--- config.mk ---
export PLATFORM = sky130hd
export DESIGN_NAME = interconnect_admission_control
export DESIGN_NICKNAME = d
export VERILOG_FILES = /design/src/interconnect_admission_pkg.sv /design/src/arb_if.sv /design/src/admission_guard.sv /design/src/interconnect_admission_control.sv /design/src/qos_lru_arbiter.sv
export SDC_FILE = /design/constraint.sdc
export NUM_CORES = 1
export LEC_CHECK = 0
export ABC_AREA = 0
export BUFFER_PORTS_ARGS = -buffer_cell sky130_fd_sc_hd__buf_4
export CAP_MARGIN = 20
export CORE_UTILIZATION = 32
export DETAILED_ROUTE_END_ITERATION = 10
export PLACE_DENSITY_LB_ADDON = 0.2
export SLEW_MARGIN = 25
export SYNTH_ARGS = -nofsm -noshare
export SYNTH_HDL_FRONTEND = slang
export SYNTH_SLANG_ARGS = --single-unit
--- constraint.sdc ---
create_clock -name clock -period 6.72 [get_ports clock]
set_input_delay 1.344 -clock clock [delete_from_list [all_inputs] [get_ports clock]]
set_output_delay 1.344 -clock clock [all_outputs]
set_load 0.02 [all_outputs]
--- src/interconnect_admission_pkg.sv ---
// Shared constants and types for the interconnect admission block.
// Assumes one clock domain and masters that hold a request until granted.
// How it works
// - Each arbitration node grants the highest local QoS request first.
// - Equal QoS requests at one node are chosen least recently used.
// - Local QoS on entry is static, programmed, or taken from the master.
// - One avoidance scheme per ingress, reads and writes tracked apart.
// - Single-destination: a new destination waits until that type drains.
// - Per-ID scheme: an ID with nothing outstanding passes.
// - Per-ID scheme: a matching ID to the same destination passes.
// - Per-ID scheme: a matching ID to another destination stalls until passing.
// - Write address stalls while write data is owed to another destination.
// - A locked winner is held; a coincident unlocked other channel proceeds.
// - Lock entry blocks both channels, drains, then admits only the owner.
// - After the unlocking transaction completes, all sources arbitrate again.
// - Coincident lock requests on both channels: the read wins.
// - Lock order holds for 32-bit beats only; resized data may lead.
// - Security attribute per source: passed through, forced secure or non-secure.
// - Non-secure access to the programming view answers DECERR, no effect.
// - Non-secure access to a secure destination answers DECERR, not forwarded.
// - Non-secure destinations take both; boot-secure ones are software switchable.
// - Transactions in flight keep the security setting they were checked against.
// - A security update waits while transactions are pending or locked.
// - Each destination behind a shared port has its own security check.
// - Lock applies only to sources configured lock capable; others are unlocked.
package interconnect_admission_pkg;

    localparam int QOS_W = 4;
    localparam int OST_W = 6;

    localparam logic [1:0] QOS_STATIC_SEL = 2'h0;
    localparam logic [1:0] QOS_PROG = 2'h1;
    localparam logic [1:0] QOS_MASTER = 2'h2;

    localparam logic [1:0] SEC_PASS = 2'h0;
    localparam logic [1:0] SEC_FORCE_S = 2'h1;
    localparam logic [1:0] SEC_FORCE_NS = 2'h2;

    localparam logic [1:0] MI_ALWAYS_S = 2'h0;
    localparam logic [1:0] MI_ALWAYS_NS = 2'h1;
    localparam logic [1:0] MI_BOOT_S = 2'h2;

    localparam logic CYCLIC_DEPENDENCY_AVOIDANCE_SINGLE = 1'b0;
    localparam logic CYCLIC_DEPENDENCY_AVOIDANCE_PER_ID = 1'b1;

    typedef enum logic [1:0] {
        LK_IDLE = 2'h0,
        LK_DRAIN = 2'h1,
        LK_LOCKED = 2'h3,
        LK_RELEASE = 2'h2
    } lock_state_e;

endpackage

--- src/arb_if.sv ---
// Request and grant bundle between an admission front end and one node.
// Assumes the node answers within the same cycle.
`timescale 1ns/10ps
interface arb_if
#(
    parameter int N = 4
);
    logic [N-1:0] req;
    logic [N-1:0][interconnect_admission_pkg::QOS_W-1:0] qos;
    logic [N-1:0] win;
    logic take;

    modport node (input req, input qos, input take, output win);
    modport user (output req, output qos, output take, input win);
endinterface

--- src/admission_guard.sv ---
// Outstanding tracker and dependency check for one channel of one ingress.
// Assumes completions arrive only for transactions that were admitted.
`timescale 1ns/10ps
module admission_guard
#(
    parameter int IW = 2,
    parameter int DW = 2,
    parameter logic PER_ID = 1'b0
)
(
    input wire logic clock,
    input wire logic sys_rst,
    input wire logic [IW-1:0] req_id,
    input wire logic [DW-1:0] req_dest,
    input wire logic take,
    input wire logic done,
    input wire logic [IW-1:0] done_id,
    output logic pass,
    output logic busy
);
    import interconnect_admission_pkg::*;

    localparam int E = 1 << IW;

    logic [E-1:0][OST_W-1:0] cnt;
    logic [E-1:0][DW-1:0] dst;
    logic [E-1:0] inc;
    logic [E-1:0] dec;
    logic [IW-1:0] ri;
    logic [IW-1:0] di;

    // Single-destination mode folds every ID onto one entry
    assign ri = (PER_ID == CYCLIC_DEPENDENCY_AVOIDANCE_PER_ID) ? req_id : '0;
    assign di = (PER_ID == CYCLIC_DEPENDENCY_AVOIDANCE_PER_ID) ? done_id : '0;
    assign pass = (cnt[ri] == '0) || (dst[ri] == req_dest);
    assign busy = |cnt;

    always_comb
    begin
        for (int e = 0; e < E; e++)
        begin
            inc[e] = take && (ri == IW'(e));
            dec[e] = done && (di == IW'(e)) && (cnt[e] != '0);
        end
    end

    always_ff @(posedge clock or posedge sys_rst)
    begin
        if (sys_rst)
        begin
            cnt <= '0;
            dst <= '0;
        end
        else
        begin
            for (int e = 0; e < E; e++)
            begin
                cnt[e] <= cnt[e] + OST_W'(inc[e]) - OST_W'(dec[e]);
                if (inc[e])
                begin
                    dst[e] <= req_dest;
                end
            end
        end
    end
endmodule // admission_guard

--- src/interconnect_admission_control.sv ---
// Admission, ordering, lock and security filter for an interconnect.
// Index 0 of each channel pair is read, index 1 is write.
// Assumes a master holds its request until granted and drops it after.
`timescale 1ns/10ps
module interconnect_admission_control
#(
    parameter int N = 4,
    parameter int D = 4,
    parameter int IW = 2,
    parameter int DW = $clog2(D),
    parameter int SW = $clog2(N),
    parameter int GPV_DEST = D - 1,
    parameter logic [N-1:0][1:0] QOS_MODE = {N{interconnect_admission_pkg::QOS_MASTER}},
    parameter logic [interconnect_admission_pkg::QOS_W-1:0] QOS_STATIC = '0,
    parameter logic [N-1:0][1:0] SEC_MODE = {N{interconnect_admission_pkg::SEC_PASS}},
    parameter logic [N-1:0] CYCLIC_DEPENDENCY_AVOIDANCE_MODE = '0,
    parameter logic [N-1:0] LOCK_EN = '1,
    parameter logic [D-1:0][1:0] MI_SEC_MODE = {D{interconnect_admission_pkg::MI_BOOT_S}},
    parameter logic SAS_EN = 1'b1
)
(
    input wire logic clock,
    input wire logic sys_rst,
    input wire logic [1:0][N-1:0] addr_valid,
    input wire logic [1:0][N-1:0][IW-1:0] addr_id,
    input wire logic [1:0][N-1:0][DW-1:0] addr_dest,
    input wire logic [1:0][N-1:0][interconnect_admission_pkg::QOS_W-1:0] addr_qos,
    input wire logic [1:0][N-1:0] addr_ns,
    input wire logic [1:0][N-1:0] addr_lock,
    input wire logic [1:0][N-1:0] done,
    input wire logic [1:0][N-1:0][IW-1:0] done_id,
    input wire logic [N-1:0][interconnect_admission_pkg::QOS_W-1:0] qos_prog,
    input wire logic wdata_last,
    input wire logic sec_wr_en,
    input wire logic [DW-1:0] sec_wr_dest,
    input wire logic sec_wr_ns,
    output logic [1:0][N-1:0] grant,
    output logic [1:0][N-1:0] decerr,
    output logic locked,
    output logic [SW-1:0] lock_owner,
    output logic [D-1:0] mi_secure,
    output logic sec_pending
);
    import interconnect_admission_pkg::*;

    lock_state_e state;
    lock_state_e next_state;
    logic [1:0][N-1:0] ns_eff;
    logic [1:0][N-1:0] lock_eff;
    logic [1:0][N-1:0] bad;
    logic [1:0][N-1:0] pass;
    logic [1:0][N-1:0] allow;
    logic [1:0][N-1:0] busy;
    logic [1:0][N-1:0] win;
    logic [1:0][N-1:0][QOS_W-1:0] qos_eff;
    logic [1:0] take;
    logic [1:0] wlock;
    logic [1:0] wbad;
    logic [1:0] lockreq;
    logic [1:0][SW-1:0] wsrc;
    logic [1:0][DW-1:0] wdest;
    logic busy_any;
    logic sec_busy;
    logic [OST_W-1:0] wd_cnt;
    logic [DW-1:0] wd_dest;
    logic [DW-1:0] sec_dest;
    logic sec_ns;

    // --------------------
    // Per source front end
    // --------------------
    for (genvar c = 0; c < 2; c++)
    begin : g_ch
        for (genvar s = 0; s < N; s++)
        begin : g_src
            assign ns_eff[c][s] = (SEC_MODE[s] == SEC_PASS) ? addr_ns[c][s] :
                (SEC_MODE[s] == SEC_FORCE_NS);
            assign qos_eff[c][s] = (QOS_MODE[s] == QOS_MASTER) ? addr_qos[c][s] :
                (QOS_MODE[s] == QOS_PROG) ? qos_prog[s] : QOS_STATIC;
            assign lock_eff[c][s] = addr_lock[c][s] & LOCK_EN[s];
            // Destination indexed check keeps each slave separate
            assign bad[c][s] = ns_eff[c][s] && (addr_dest[c][s] == DW'(GPV_DEST) ||
                mi_secure[addr_dest[c][s]]);
            assign allow[c][s] = addr_valid[c][s] && !grant[c][s] && !decerr[c][s] &&
                pass[c][s] &&
                (state == LK_IDLE || (state == LK_LOCKED && lock_owner == SW'(s))) &&
                (c == 0 || !SAS_EN || wd_cnt == '0 ||
                addr_dest[c][s] == wd_dest);

            // Separate tracker per channel, same scheme
            admission_guard #(.IW(IW), .DW(DW), .PER_ID(CYCLIC_DEPENDENCY_AVOIDANCE_MODE[s])) u_guard
            (
                .clock(clock),
                .sys_rst(sys_rst),
                .req_id(addr_id[c][s]),
                .req_dest(addr_dest[c][s]),
                .take(win[c][s] && take[c] && !bad[c][s]),
                .done(done[c][s]),
                .done_id(done_id[c][s]),
                .pass(pass[c][s]),
                .busy(busy[c][s])
            );
        end

        arb_if #(.N(N)) node_bus ();
        assign node_bus.req = allow[c];
        assign node_bus.qos = qos_eff[c];
        assign node_bus.take = take[c];
        assign win[c] = node_bus.win;

        qos_lru_arbiter #(.N(N)) u_arb
        (
            .clock(clock),
            .sys_rst(sys_rst),
            .port(node_bus.node)
        );
    end

    // --------------------
    // Winner attributes
    // --------------------
    always_comb
    begin
        for (int c = 0; c < 2; c++)
        begin
            wlock[c] = 1'b0;
            wbad[c] = 1'b0;
            wsrc[c] = '0;
            wdest[c] = '0;
            for (int s = 0; s < N; s++)
            begin
                if (win[c][s])
                begin
                    wlock[c] = lock_eff[c][s];
                    wbad[c] = bad[c][s];
                    wsrc[c] = SW'(s);
                    wdest[c] = addr_dest[c][s];
                end
            end
        end
        lockreq = wlock & ~wbad;
        busy_any = |busy;
        sec_busy = busy_any || (state != LK_IDLE) || (|take);
    end

    // --------------------
    // Issue decision
    // --------------------
    always_comb
    begin
        case (state)
            LK_IDLE:
            begin
                // A locked winner is held; the other channel goes on unless locked too
                take[0] = (|win[0]) && !lockreq[0];
                take[1] = (|win[1]) && !lockreq[1];
            end
            LK_LOCKED: take = {|win[1], |win[0]};
            default: take = 2'b00;
        endcase
    end

    // --------------------
    // Lock sequencing
    // --------------------
    always_comb
    begin
        next_state = state;
        case (state)
            LK_IDLE:
            begin
                if (|lockreq)
                begin
                    next_state = LK_DRAIN;
                end
            end
            LK_DRAIN:
            begin
                if (!busy_any)
                begin
                    next_state = LK_LOCKED;
                end
            end
            LK_LOCKED:
            begin
                // Resized non-32-bit data may still lead the unlocking write
                if (|(take & ~wlock & ~wbad))
                begin
                    next_state = LK_RELEASE;
                end
            end
            LK_RELEASE:
            begin
                if (!busy_any)
                begin
                    next_state = LK_IDLE;
                end
            end
            default: next_state = LK_IDLE;
        endcase
    end

    always_ff @(posedge clock or posedge sys_rst)
    begin
        if (sys_rst)
        begin
            state <= LK_IDLE;
            locked <= 1'b0;
            lock_owner <= '0;
        end
        else
        begin
            state <= next_state;
            locked <= (next_state != LK_IDLE);
            if (state == LK_IDLE && lockreq[0])
            begin
                lock_owner <= wsrc[0];
            end
            else if (state == LK_IDLE && lockreq[1])
            begin
                lock_owner <= wsrc[1];
            end
        end
    end

    // --------------------
    // Grant and error answers
    // --------------------
    always_ff @(posedge clock or posedge sys_rst)
    begin
        if (sys_rst)
        begin
            grant <= '0;
            decerr <= '0;
        end
        else
        begin
            for (int c = 0; c < 2; c++)
            begin
                grant[c] <= win[c] & {N{take[c] && !wbad[c]}};
                decerr[c] <= win[c] & {N{take[c] && wbad[c]}};
            end
        end
    end

    // --------------------
    // Write data destination tracking
    // --------------------
    always_ff @(posedge clock or posedge sys_rst)
    begin
        if (sys_rst)
        begin
            wd_cnt <= '0;
            wd_dest <= '0;
        end
        else
        begin
            wd_cnt <= wd_cnt + OST_W'(take[1] && !wbad[1]) -
                OST_W'(wdata_last && wd_cnt != '0);
            if (take[1] && !wbad[1])
            begin
                wd_dest <= wdest[1];
            end
        end
    end

    // --------------------
    // Destination security settings
    // --------------------
    always_ff @(posedge clock or posedge sys_rst)
    begin
        if (sys_rst)
        begin
            for (int d = 0; d < D; d++)
            begin
                mi_secure[d] <= (MI_SEC_MODE[d] != MI_ALWAYS_NS);
            end
            sec_pending <= 1'b0;
            sec_dest <= '0;
            sec_ns <= 1'b0;
        end
        else if (sec_wr_en)
        begin
            sec_pending <= 1'b1;
            sec_dest <= sec_wr_dest;
            sec_ns <= sec_wr_ns;
        end
        else if (sec_pending && !sec_busy)
        begin
            sec_pending <= 1'b0;
            if (MI_SEC_MODE[sec_dest] == MI_BOOT_S)
            begin
                mi_secure[sec_dest] <= !sec_ns;
            end
        end
    end
endmodule // interconnect_admission_control

--- src/qos_lru_arbiter.sv ---
// One arbitration node: QoS priority with least-recently-used ties.
// Assumes take is only raised together with a winner.
`timescale 1ns/10ps
module qos_lru_arbiter
#(
    parameter int N = 4
)
(
    input wire logic clock,
    input wire logic sys_rst,
    arb_if.node port
);
    import interconnect_admission_pkg::*;

    logic [N-1:0][N-1:0] older;
    logic outranked;

    // --------------------
    // Winner choice
    // --------------------
    always_comb
    begin
        for (int i = 0; i < N; i++)
        begin
            port.win[i] = port.req[i];
            for (int j = 0; j < N; j++)
            begin
                if (j != i && port.req[j] && !(port.qos[i] > port.qos[j] ||
                    (port.qos[i] == port.qos[j] && older[i][j])))
                begin
                    port.win[i] = 1'b0;
                end
            end
        end
    end

    // --------------------
    // Usage order
    // --------------------
    always_ff @(posedge clock or posedge sys_rst)
    begin
        if (sys_rst)
        begin
            for (int i = 0; i < N; i++)
            begin
                for (int j = 0; j < N; j++)
                begin
                    older[i][j] <= (i < j);
                end
            end
        end
        else if (port.take)
        begin
            for (int g = 0; g < N; g++)
            begin
                if (port.win[g])
                begin
                    for (int j = 0; j < N; j++)
                    begin
                        if (j != g)
                        begin
                            older[g][j] <= 1'b0;
                            older[j][g] <= 1'b1;
                        end
                    end
                end
            end
        end
    end

    always_comb
    begin
        outranked = 1'b0;
        for (int i = 0; i < N; i++)
        begin
            for (int j = 0; j < N; j++)
            begin
                if (port.win[i] && port.req[j] && port.qos[j] > port.qos[i])
                begin
                    outranked = 1'b1;
                end
            end
        end
    end

    for (genvar k = 0; k < N; k++)
    begin : g_lru

    end
endmodule // qos_lru_arbiter

==> results of run 1 <==
per-layer routing:
layer,wire length [um],up-vias,GRT usage (%),part of all wire [%]
met5,0,-,0,0
met4,498,0,5.93,2.3
met3,770,36,2.95,3.6
met2,9810,130,26.0,45
met1,10500,3229,21.5,49
li1,-,3455,-,-
final cells by class:
class | instances | area (sq um)
fillers | 2700 | 16400
multi-input cells | 647 | 5160
flip-flops and latches | 125 | 3150
repair buffers | 119 | 893
inverters | 128 | 485
clock buffers | 25 | 475
well taps | 372 | 465
clock inverters | 7 | 113
sequential cells by signal, summed over array words and instances (netlist names), 2 cells and up:
register,cells
g_ch.g_src.u_guard.cnt,48
g_ch.u_arb.older,24
g_ch.g_src.u_guard.dst,16
decerr,8
grant,8
wd_cnt,6
mi_secure,4
lock_owner,2
sec_dest,2
state,2
wd_dest,2
worst min-delay path by stage:
stage,start,end,cells after the start
after detailed placement,mi_secure[3],mi_secure[3],2
after CTS,mi_secure[3],mi_secure[3],2
after floorplan,sec_ns,mi_secure[3],1
after global routing,mi_secure[3],mi_secure[3],2
final,mi_secure[3],mi_secure[3],2
after global placement,mi_secure[3],mi_secure[3],2
report_power, final:
part           switching [mW]  internal, mW  leakage, nW
combinational           0.776         0.695         3.59
clock                   0.331         0.601        0.285
sequential              0.122          1.01         1.51
total                    1.23          2.30         5.38
stage by stage:
step	util [%]	total power [mW]	cells	cell area, sq um
floorplan	-	2.28	917	8890
CTS	39.6	3.59	1423	10700
detailed placement	37.5	2.63	1391	10200
global route	39.6	3.86	1423	10700
global placement	37.5	2.59	1391	10200
finish	39.6	3.53	1423	10700
placed cells by master, fill, tap and decap left out, types with 6 or more instances in the layout:
master / count
a21o_1: 22
nor2_1: 67
a31oi_1: 10
xor2_1: 27
o31ai_1: 7
o21bai_1: 11
nand4_1: 15
nor2b_1: 21
dfstp_2: 16
o211ai_1: 8
fa_1: 9
mux2_1: 9
or3_1: 7
ha_1: 124
xnor2_1: 33
mux2i_1: 13
buf_4: 119
and2_1: 8
nand2b_1: 7
o21ai_0: 31
dfrtp_1: 109
clkbuf_1: 6
o22ai_1: 8
o21a_1: 7
mux2_2: 11
inv_1: 125
nand2_1: 33
clkbuf_16: 17
a21oi_1: 62
critical path, delay by kind of cell:
| kind | cells | cell delay (ns) |
|---|---|---|
| AO/OA/AOI/OAI | 4 | 1.19 |
| buffers and inverters | 3 | 0.42 |
| adder cells (fa/ha/maj) | 3 | 0.92 |
| XOR/XNOR | 1 | 0.12 |
| AND/OR/NAND/NOR | 7 | 1.83 |
cells by family (layout without fill, tap and decap cells):
logic type,count (synthesis),after routing,share of synthesized area [%]
adder cells (fa/ha/maj),133,133,19.5
buffers and inverters,145,279,6.49
XOR/XNOR,60,60,5.91
AND/OR/NAND/NOR,212,212,13.2
AO/OA/AOI/OAI,209,209,15.5
multiplexers,33,33,4.00
flip-flops,125,125,35.4
==> results.py, run 1 <==
metrics = {
    "cts": {
        "cts_tree": "built",
        "cts_htree_levels": 4,
        "cts_buffers": 17,
        "cts_resized": 0,
        "cts.path.max_buffers": 2,
        "clkSlewWorstSetupHoldPaths_ns": 0.06,
        "cts_hold_buf": 0,
        "clock-sinks": 125,
        "cts_setup_buffers": 0,
        "worstSkewPairLatency_ns": 0.42,
        "root_buffer": "clkbuf_16",
    },
    "synth": {
        "synth.most_common_cell": "inv_1",
        "synthArstFlopShare_pct": 100,
        "synth_top_area_share_pct": 30.7,
        "synth-edff-count": 0,
        "avgSynthCellArea_sq_um": 9.69,
        "ys_ff_latch": 125,
        "ys_types": 79,
        "synth_area_leaders": "dfrtp_1, ha_1, inv_1, dfstp_2, a21oi_1",
        "synth_largest_area_cell": "dfrtp_1",
        "synth_warnings": 0,
        "syn_nets": 1185,
        "synth_commonest_cells": "inv_1, ha_1, dfrtp_1",
        "seq_area_frac_synth_pct": 35.4,
        "ys.flop_type": "dfrtp_1",
        "synth_area_sq_mm": 0.00889,
        "synthCells": 917,
    },
    "setup_path": {
        "reg2reg_slack_ns": 1.28,
        "slowest_delay_ns": 0.68,
        "cp.arrival_ns": 5.84,
        "r2r.worst_path.cells": 19,
        "required_ns": 7.07,
        "cp-start-kind": "input port",
        "path_class": "in2reg",
        "startpoint": "addr_valid[4]",
        "crit_path_end_kind": "register",
        "crit_chain": "buf_4 > or3b_1 > or4_1 > a211o_1 > and4_4 > a311o_1 > or2_1 > a31oi_2 > buf_4 > nand3_1 > ha_1 > inv_1 > ha_1 > fa_1 > a21oi_1 > nor2_1 > nor2_1 > xnor2_1",
        "reg2reg_from": "state[0]",
        "rr_endpoint": "g_ch[1].g_src[0].u_guard.cnt[4]",
        "slowest_stage": "or4_1",
        "crit_path_end": "g_ch[1].g_src[0].u_guard.cnt[4]",
        "worstPathMaxFanout": 14,
    },
    "job": {
        "max_cap_viol_count": 0,
    },
    "detailed_routing": {
        "routedWlPerCell_um": 15.2,
        "drt_first_pass_iters": 4,
        "wl_um": 21600,
        "via_count": 6850,
        "drt-vias-per-instance": 4.81,
        "postRouteAntennaNets": 0,
        "drc_errors": 0,
        "drt_iter0_drc": 270,
    },
    "timing": {
        "hold_violations": 0,
        "worst_slack_ns": 1.23,
        "period_minus_slack_ns": 5.49,
        "fmax_ghz": 0.182,
        "clock_skew_ns": 0.00747,
        "maxSlewViolCount": 0,
        "slew_headroom_pct": 37.4,
        "fin_setup_tns_ns": 0,
        "period_share_pct": 81.7,
        "hold_slack_ns": 0.472,
        "rsz0062_at_grt": "no",
        "worst_pin_slew_ns": 0.926,
        "finalSetupViolations": 0,
    },
    "grt": {
        "grt_pass1_vias": 6861,
        "overflow": 0,
        "grt_pass1_wl_um": 35700,
        "grt_max_degree": 69,
        "antenna_found_initial": 0,
        "gr-usage-all-layers_pct": 16.1,
    },
    "floorplanning": {
        "start_util_pct": 32.8,
        "core_sq_mm": 0.0271,
        "chipHeight_um": 169,
        "io_pins": 159,
        "dieArea_sq_mm": 0.0284,
        "die-width_um": 169,
        "fp-row-count": 60,
    },
    "placed_design": {
        "io_buffers": 110,
        "post-place-ws_ns": 0.812,
        "dpl.hpwl_um": 17500,
        "gp_congestion": 0.822,
    },
    "power": {
        "ir_worst_vdd_v": 0.000170,
        "p_per_area_mw_per_mm2": 329,
        "p_leak_nw": 5.38,
    },
    "final_layout": {
        "fin_nets": 1306,
        "drive_gt1_share_pct": 18.7,
        "insertedDiodeCount": 0,
        "syn_to_final_growth_pct": 20.9,
    },
    "outcome": {
        "status": "finished, final reports clean",
    },
    "worst_hold_path": {
        "hold_path.class": "reg2reg",
    },
}
Note: power is estimated with default switching activity, not from simulation.
==> inputs of run 2 (changes only) <==
==> constraint.sdc (replaced) <==
create_clock -name clock -period 5.5 [get_ports clock]
set_input_delay 1.1 -clock clock [delete_from_list [all_inputs] [get_ports clock]]
set_output_delay 1.1 -clock clock [all_outputs]
set_load 0.02 [all_outputs]
==> run 2 against run 1 <==
Net effect: setup slack lost 0.77 ns; critical path depth grew 2; combinational power grew 25%; cell area grew 1.7%; global-route usage is essentially flat; sequential cell count is the same; routed wire length grew 1.5%; die area is the same; power grew 23%; clock skew grew 0.0020 ns; critical path type unchanged.
==> results.py, run 2 (same netlist as run 1, synthesis figures left out) <==
metrics = {
    "outcome": {
        "status": "finished, final reports clean",
    },
    "final_layout": {
        "layout_commonest_cell": "buf_4",
        "insertedDiodeCount": 0,
        "drive_gt1_share_pct": 20.9,
        "regArea_sq_mm": 0.00315,
        "fin_nets": 1330,
        "fillers": 2719,
        "reg_top3": "g_ch.g_src.u_guard.cnt x48, g_ch.u_arb.older x24, g_ch.g_src.u_guard.dst x16",
        "largest_register_ffs": 48,
        "final_area_sq_mm": 0.0109,
        "syn_to_final_growth_pct": 22.9,
        "mostFrequentLayoutCells": "buf_4, inv_1, ha_1, dfrtp_1, nor2_1",
        "top_register": "g_ch.g_src.u_guard.cnt",
        "utilization_pct": 40.3,
        "multi_input_area_sq_mm": 0.00516,
    },
    "floorplanning": {
        "core_sq_mm": 0.0271,
        "die-width_um": 169,
        "dieArea_sq_mm": 0.0284,
        "io_pins": 159,
        "chipHeight_um": 169,
        "start_util_pct": 32.8,
        "fp-row-count": 60,
    },
    "cts": {
        "root_buffer": "clkbuf_16",
        "worstSkewPairLatency_ns": 0.42,
        "cts_hold_buf": 0,
        "cts_buffers": 17,
        "cts_htree_levels": 4,
        "cts.path.max_buffers": 2,
        "cts_setup_buffers": 0,
        "clock-sinks": 125,
        "clkSlewWorstSetupHoldPaths_ns": 0.06,
        "cts_tree": "built",
        "cts_resized": 0,
    },
    "timing": {
        "clock_skew_ns": 0.00950,
        "fmax_ghz": 0.199,
        "maxSlewViolCount": 0,
        "period_share_pct": 91.5,
        "slew_headroom_pct": 50.4,
        "worst_pin_slew_ns": 0.744,
        "period_minus_slack_ns": 5.03,
        "finalSetupViolations": 0,
        "hold_slack_ns": 0.479,
        "fin_setup_tns_ns": 0,
        "hold_violations": 0,
        "rsz0062_at_grt": "no",
    },
    "placed_design": {
        "gp_congestion": 0.797,
        "dpl.hpwl_um": 18100,
        "placed_cell_area_sq_mm": 0.0103,
        "io_buffers": 110,
    },
    "grt": {
        "grt_pass1_vias": 7019,
        "gr-usage-all-layers_pct": 16.2,
        "grt_max_degree": 59,
        "antenna_found_initial": 1,
        "grt_pass1_wl_um": 35800,
        "overflow": 0,
    },
    "power": {
        "p_per_area_mw_per_mm2": 397,
        "ir_worst_vdd_v": 0.000202,
        "p_leak_nw": 5.49,
    },
    "job": {
        "max_cap_viol_count": 0,
    },
    "setup_path": {
        "worstPathMaxFanout": 6,
        "cp.arrival_ns": 5.33,
        "path_class": "in2reg",
        "required_ns": 5.79,
        "crit_path_end_kind": "register",
        "slowest_stage": "or4_1",
        "slowest_delay_ns": 0.69,
        "timing.critical_path.mode_cell": "inv_1",
        "crit_chain": "buf_4 > or3b_1 > or4_1 > o221ai_1 > nor3b_1 > a311o_1 > or2_1 > a31oi_2 > and3_1 > inv_1 > ha_1 > inv_1 > ha_1 > inv_1 > fa_1 > inv_1 > a21oi_1 > nor2_1 > nor2_1 > xnor2_1",
        "cp-start-kind": "input port",
    },
    "detailed_routing": {
        "drt_iter0_drc": 279,
        "wl_um": 21900,
        "postRouteAntennaNets": 0,
        "drc_errors": 0,
        "drt-vias-per-instance": 4.76,
        "drt_first_pass_iters": 4,
        "via_count": 6882,
        "routedWlPerCell_um": 15.2,
    },
    "worst_hold_path": {
        "hold_path.class": "reg2reg",
    },
}
run 2: metal layers:
layer | vias to the layer above | track usage, % | wire length [um]
li1 | 3501 | - | -
met1 | 3250 | 21.2 | 10400
met2 | 109 | 27.2 | 10400
met3 | 20 | 2.81 | 731
met4 | 2 | 4.70 | 357
met5 | - | 0 | 17
run 2: power breakdown:
part	leakage (nW)	switching, mW	internal (mW)	total [mW]
logic	3.71	0.969	0.876	1.84
registers	1.51	0.149	1.23	1.38
clock network	0.278	0.417	0.701	1.12
total	5.49	1.54	2.81	4.34
run 2: worst paths after layout:
kind / start / end / slack [ns] / depth (start not counted)
hold / removal: mi_secure[3] / mi_secure[3] / 0.48 / 2
setup / recovery: addr_valid[4] / g_ch[1].g_src[3].u_guard.cnt[4] / 0.47 / 20
min in group asynchronous: sys_rst / g_ch[0].g_src[0].u_guard.cnt[2] / 0.81 / 2
setup reg to reg: state[0] / g_ch[1].g_src[3].u_guard.cnt[4] / 0.48 / 21
max in group asynchronous: sys_rst / g_ch[1].u_arb.older[11] / 3.63 / 3
hold reg to reg: mi_secure[3] / mi_secure[3] / 0.48 / 2
run 2: through the flow:
| step | cells | setup WS, ns | total power [mW] |
|---|---|---|---|
| detailed placement | 1415 | 0.0634 | 3.26 |
| CTS | 1447 | 0.469 | 4.41 |
| finish | 1447 | 0.466 | 4.34 |
| global route | 1447 | 0.0887 | 4.74 |
| global placement | 1415 | 0.0749 | 3.19 |
| floorplan | 917 | 0.251 | 2.79 |
run 2: critical path: cells and delay by family:
| family | cells | cell delay, ns |
|---|---|---|
| and+or+nand+nor | 7 | 1.86 |
| AOI/OAI and AO/OA | 4 | 1.09 |
| adders and majority gates | 3 | 0.84 |
| buffers and inverters | 5 | 0.31 |
| xor gates and xnor gates | 1 | 0.12 |
run 2: layout make-up:
| cell class | instances | share of cell area (%) |
|---|---|---|
| flip-flops and latches | 125 | 28.8 |
| clock buffers | 22 | 4.34 |
| repair buffers | 143 | 9.83 |
| well taps | 372 | 4.26 |
| clock inverters | 10 | 1.04 |
| multi-input cells | 647 | 47.3 |
| inverters | 128 | 4.44 |
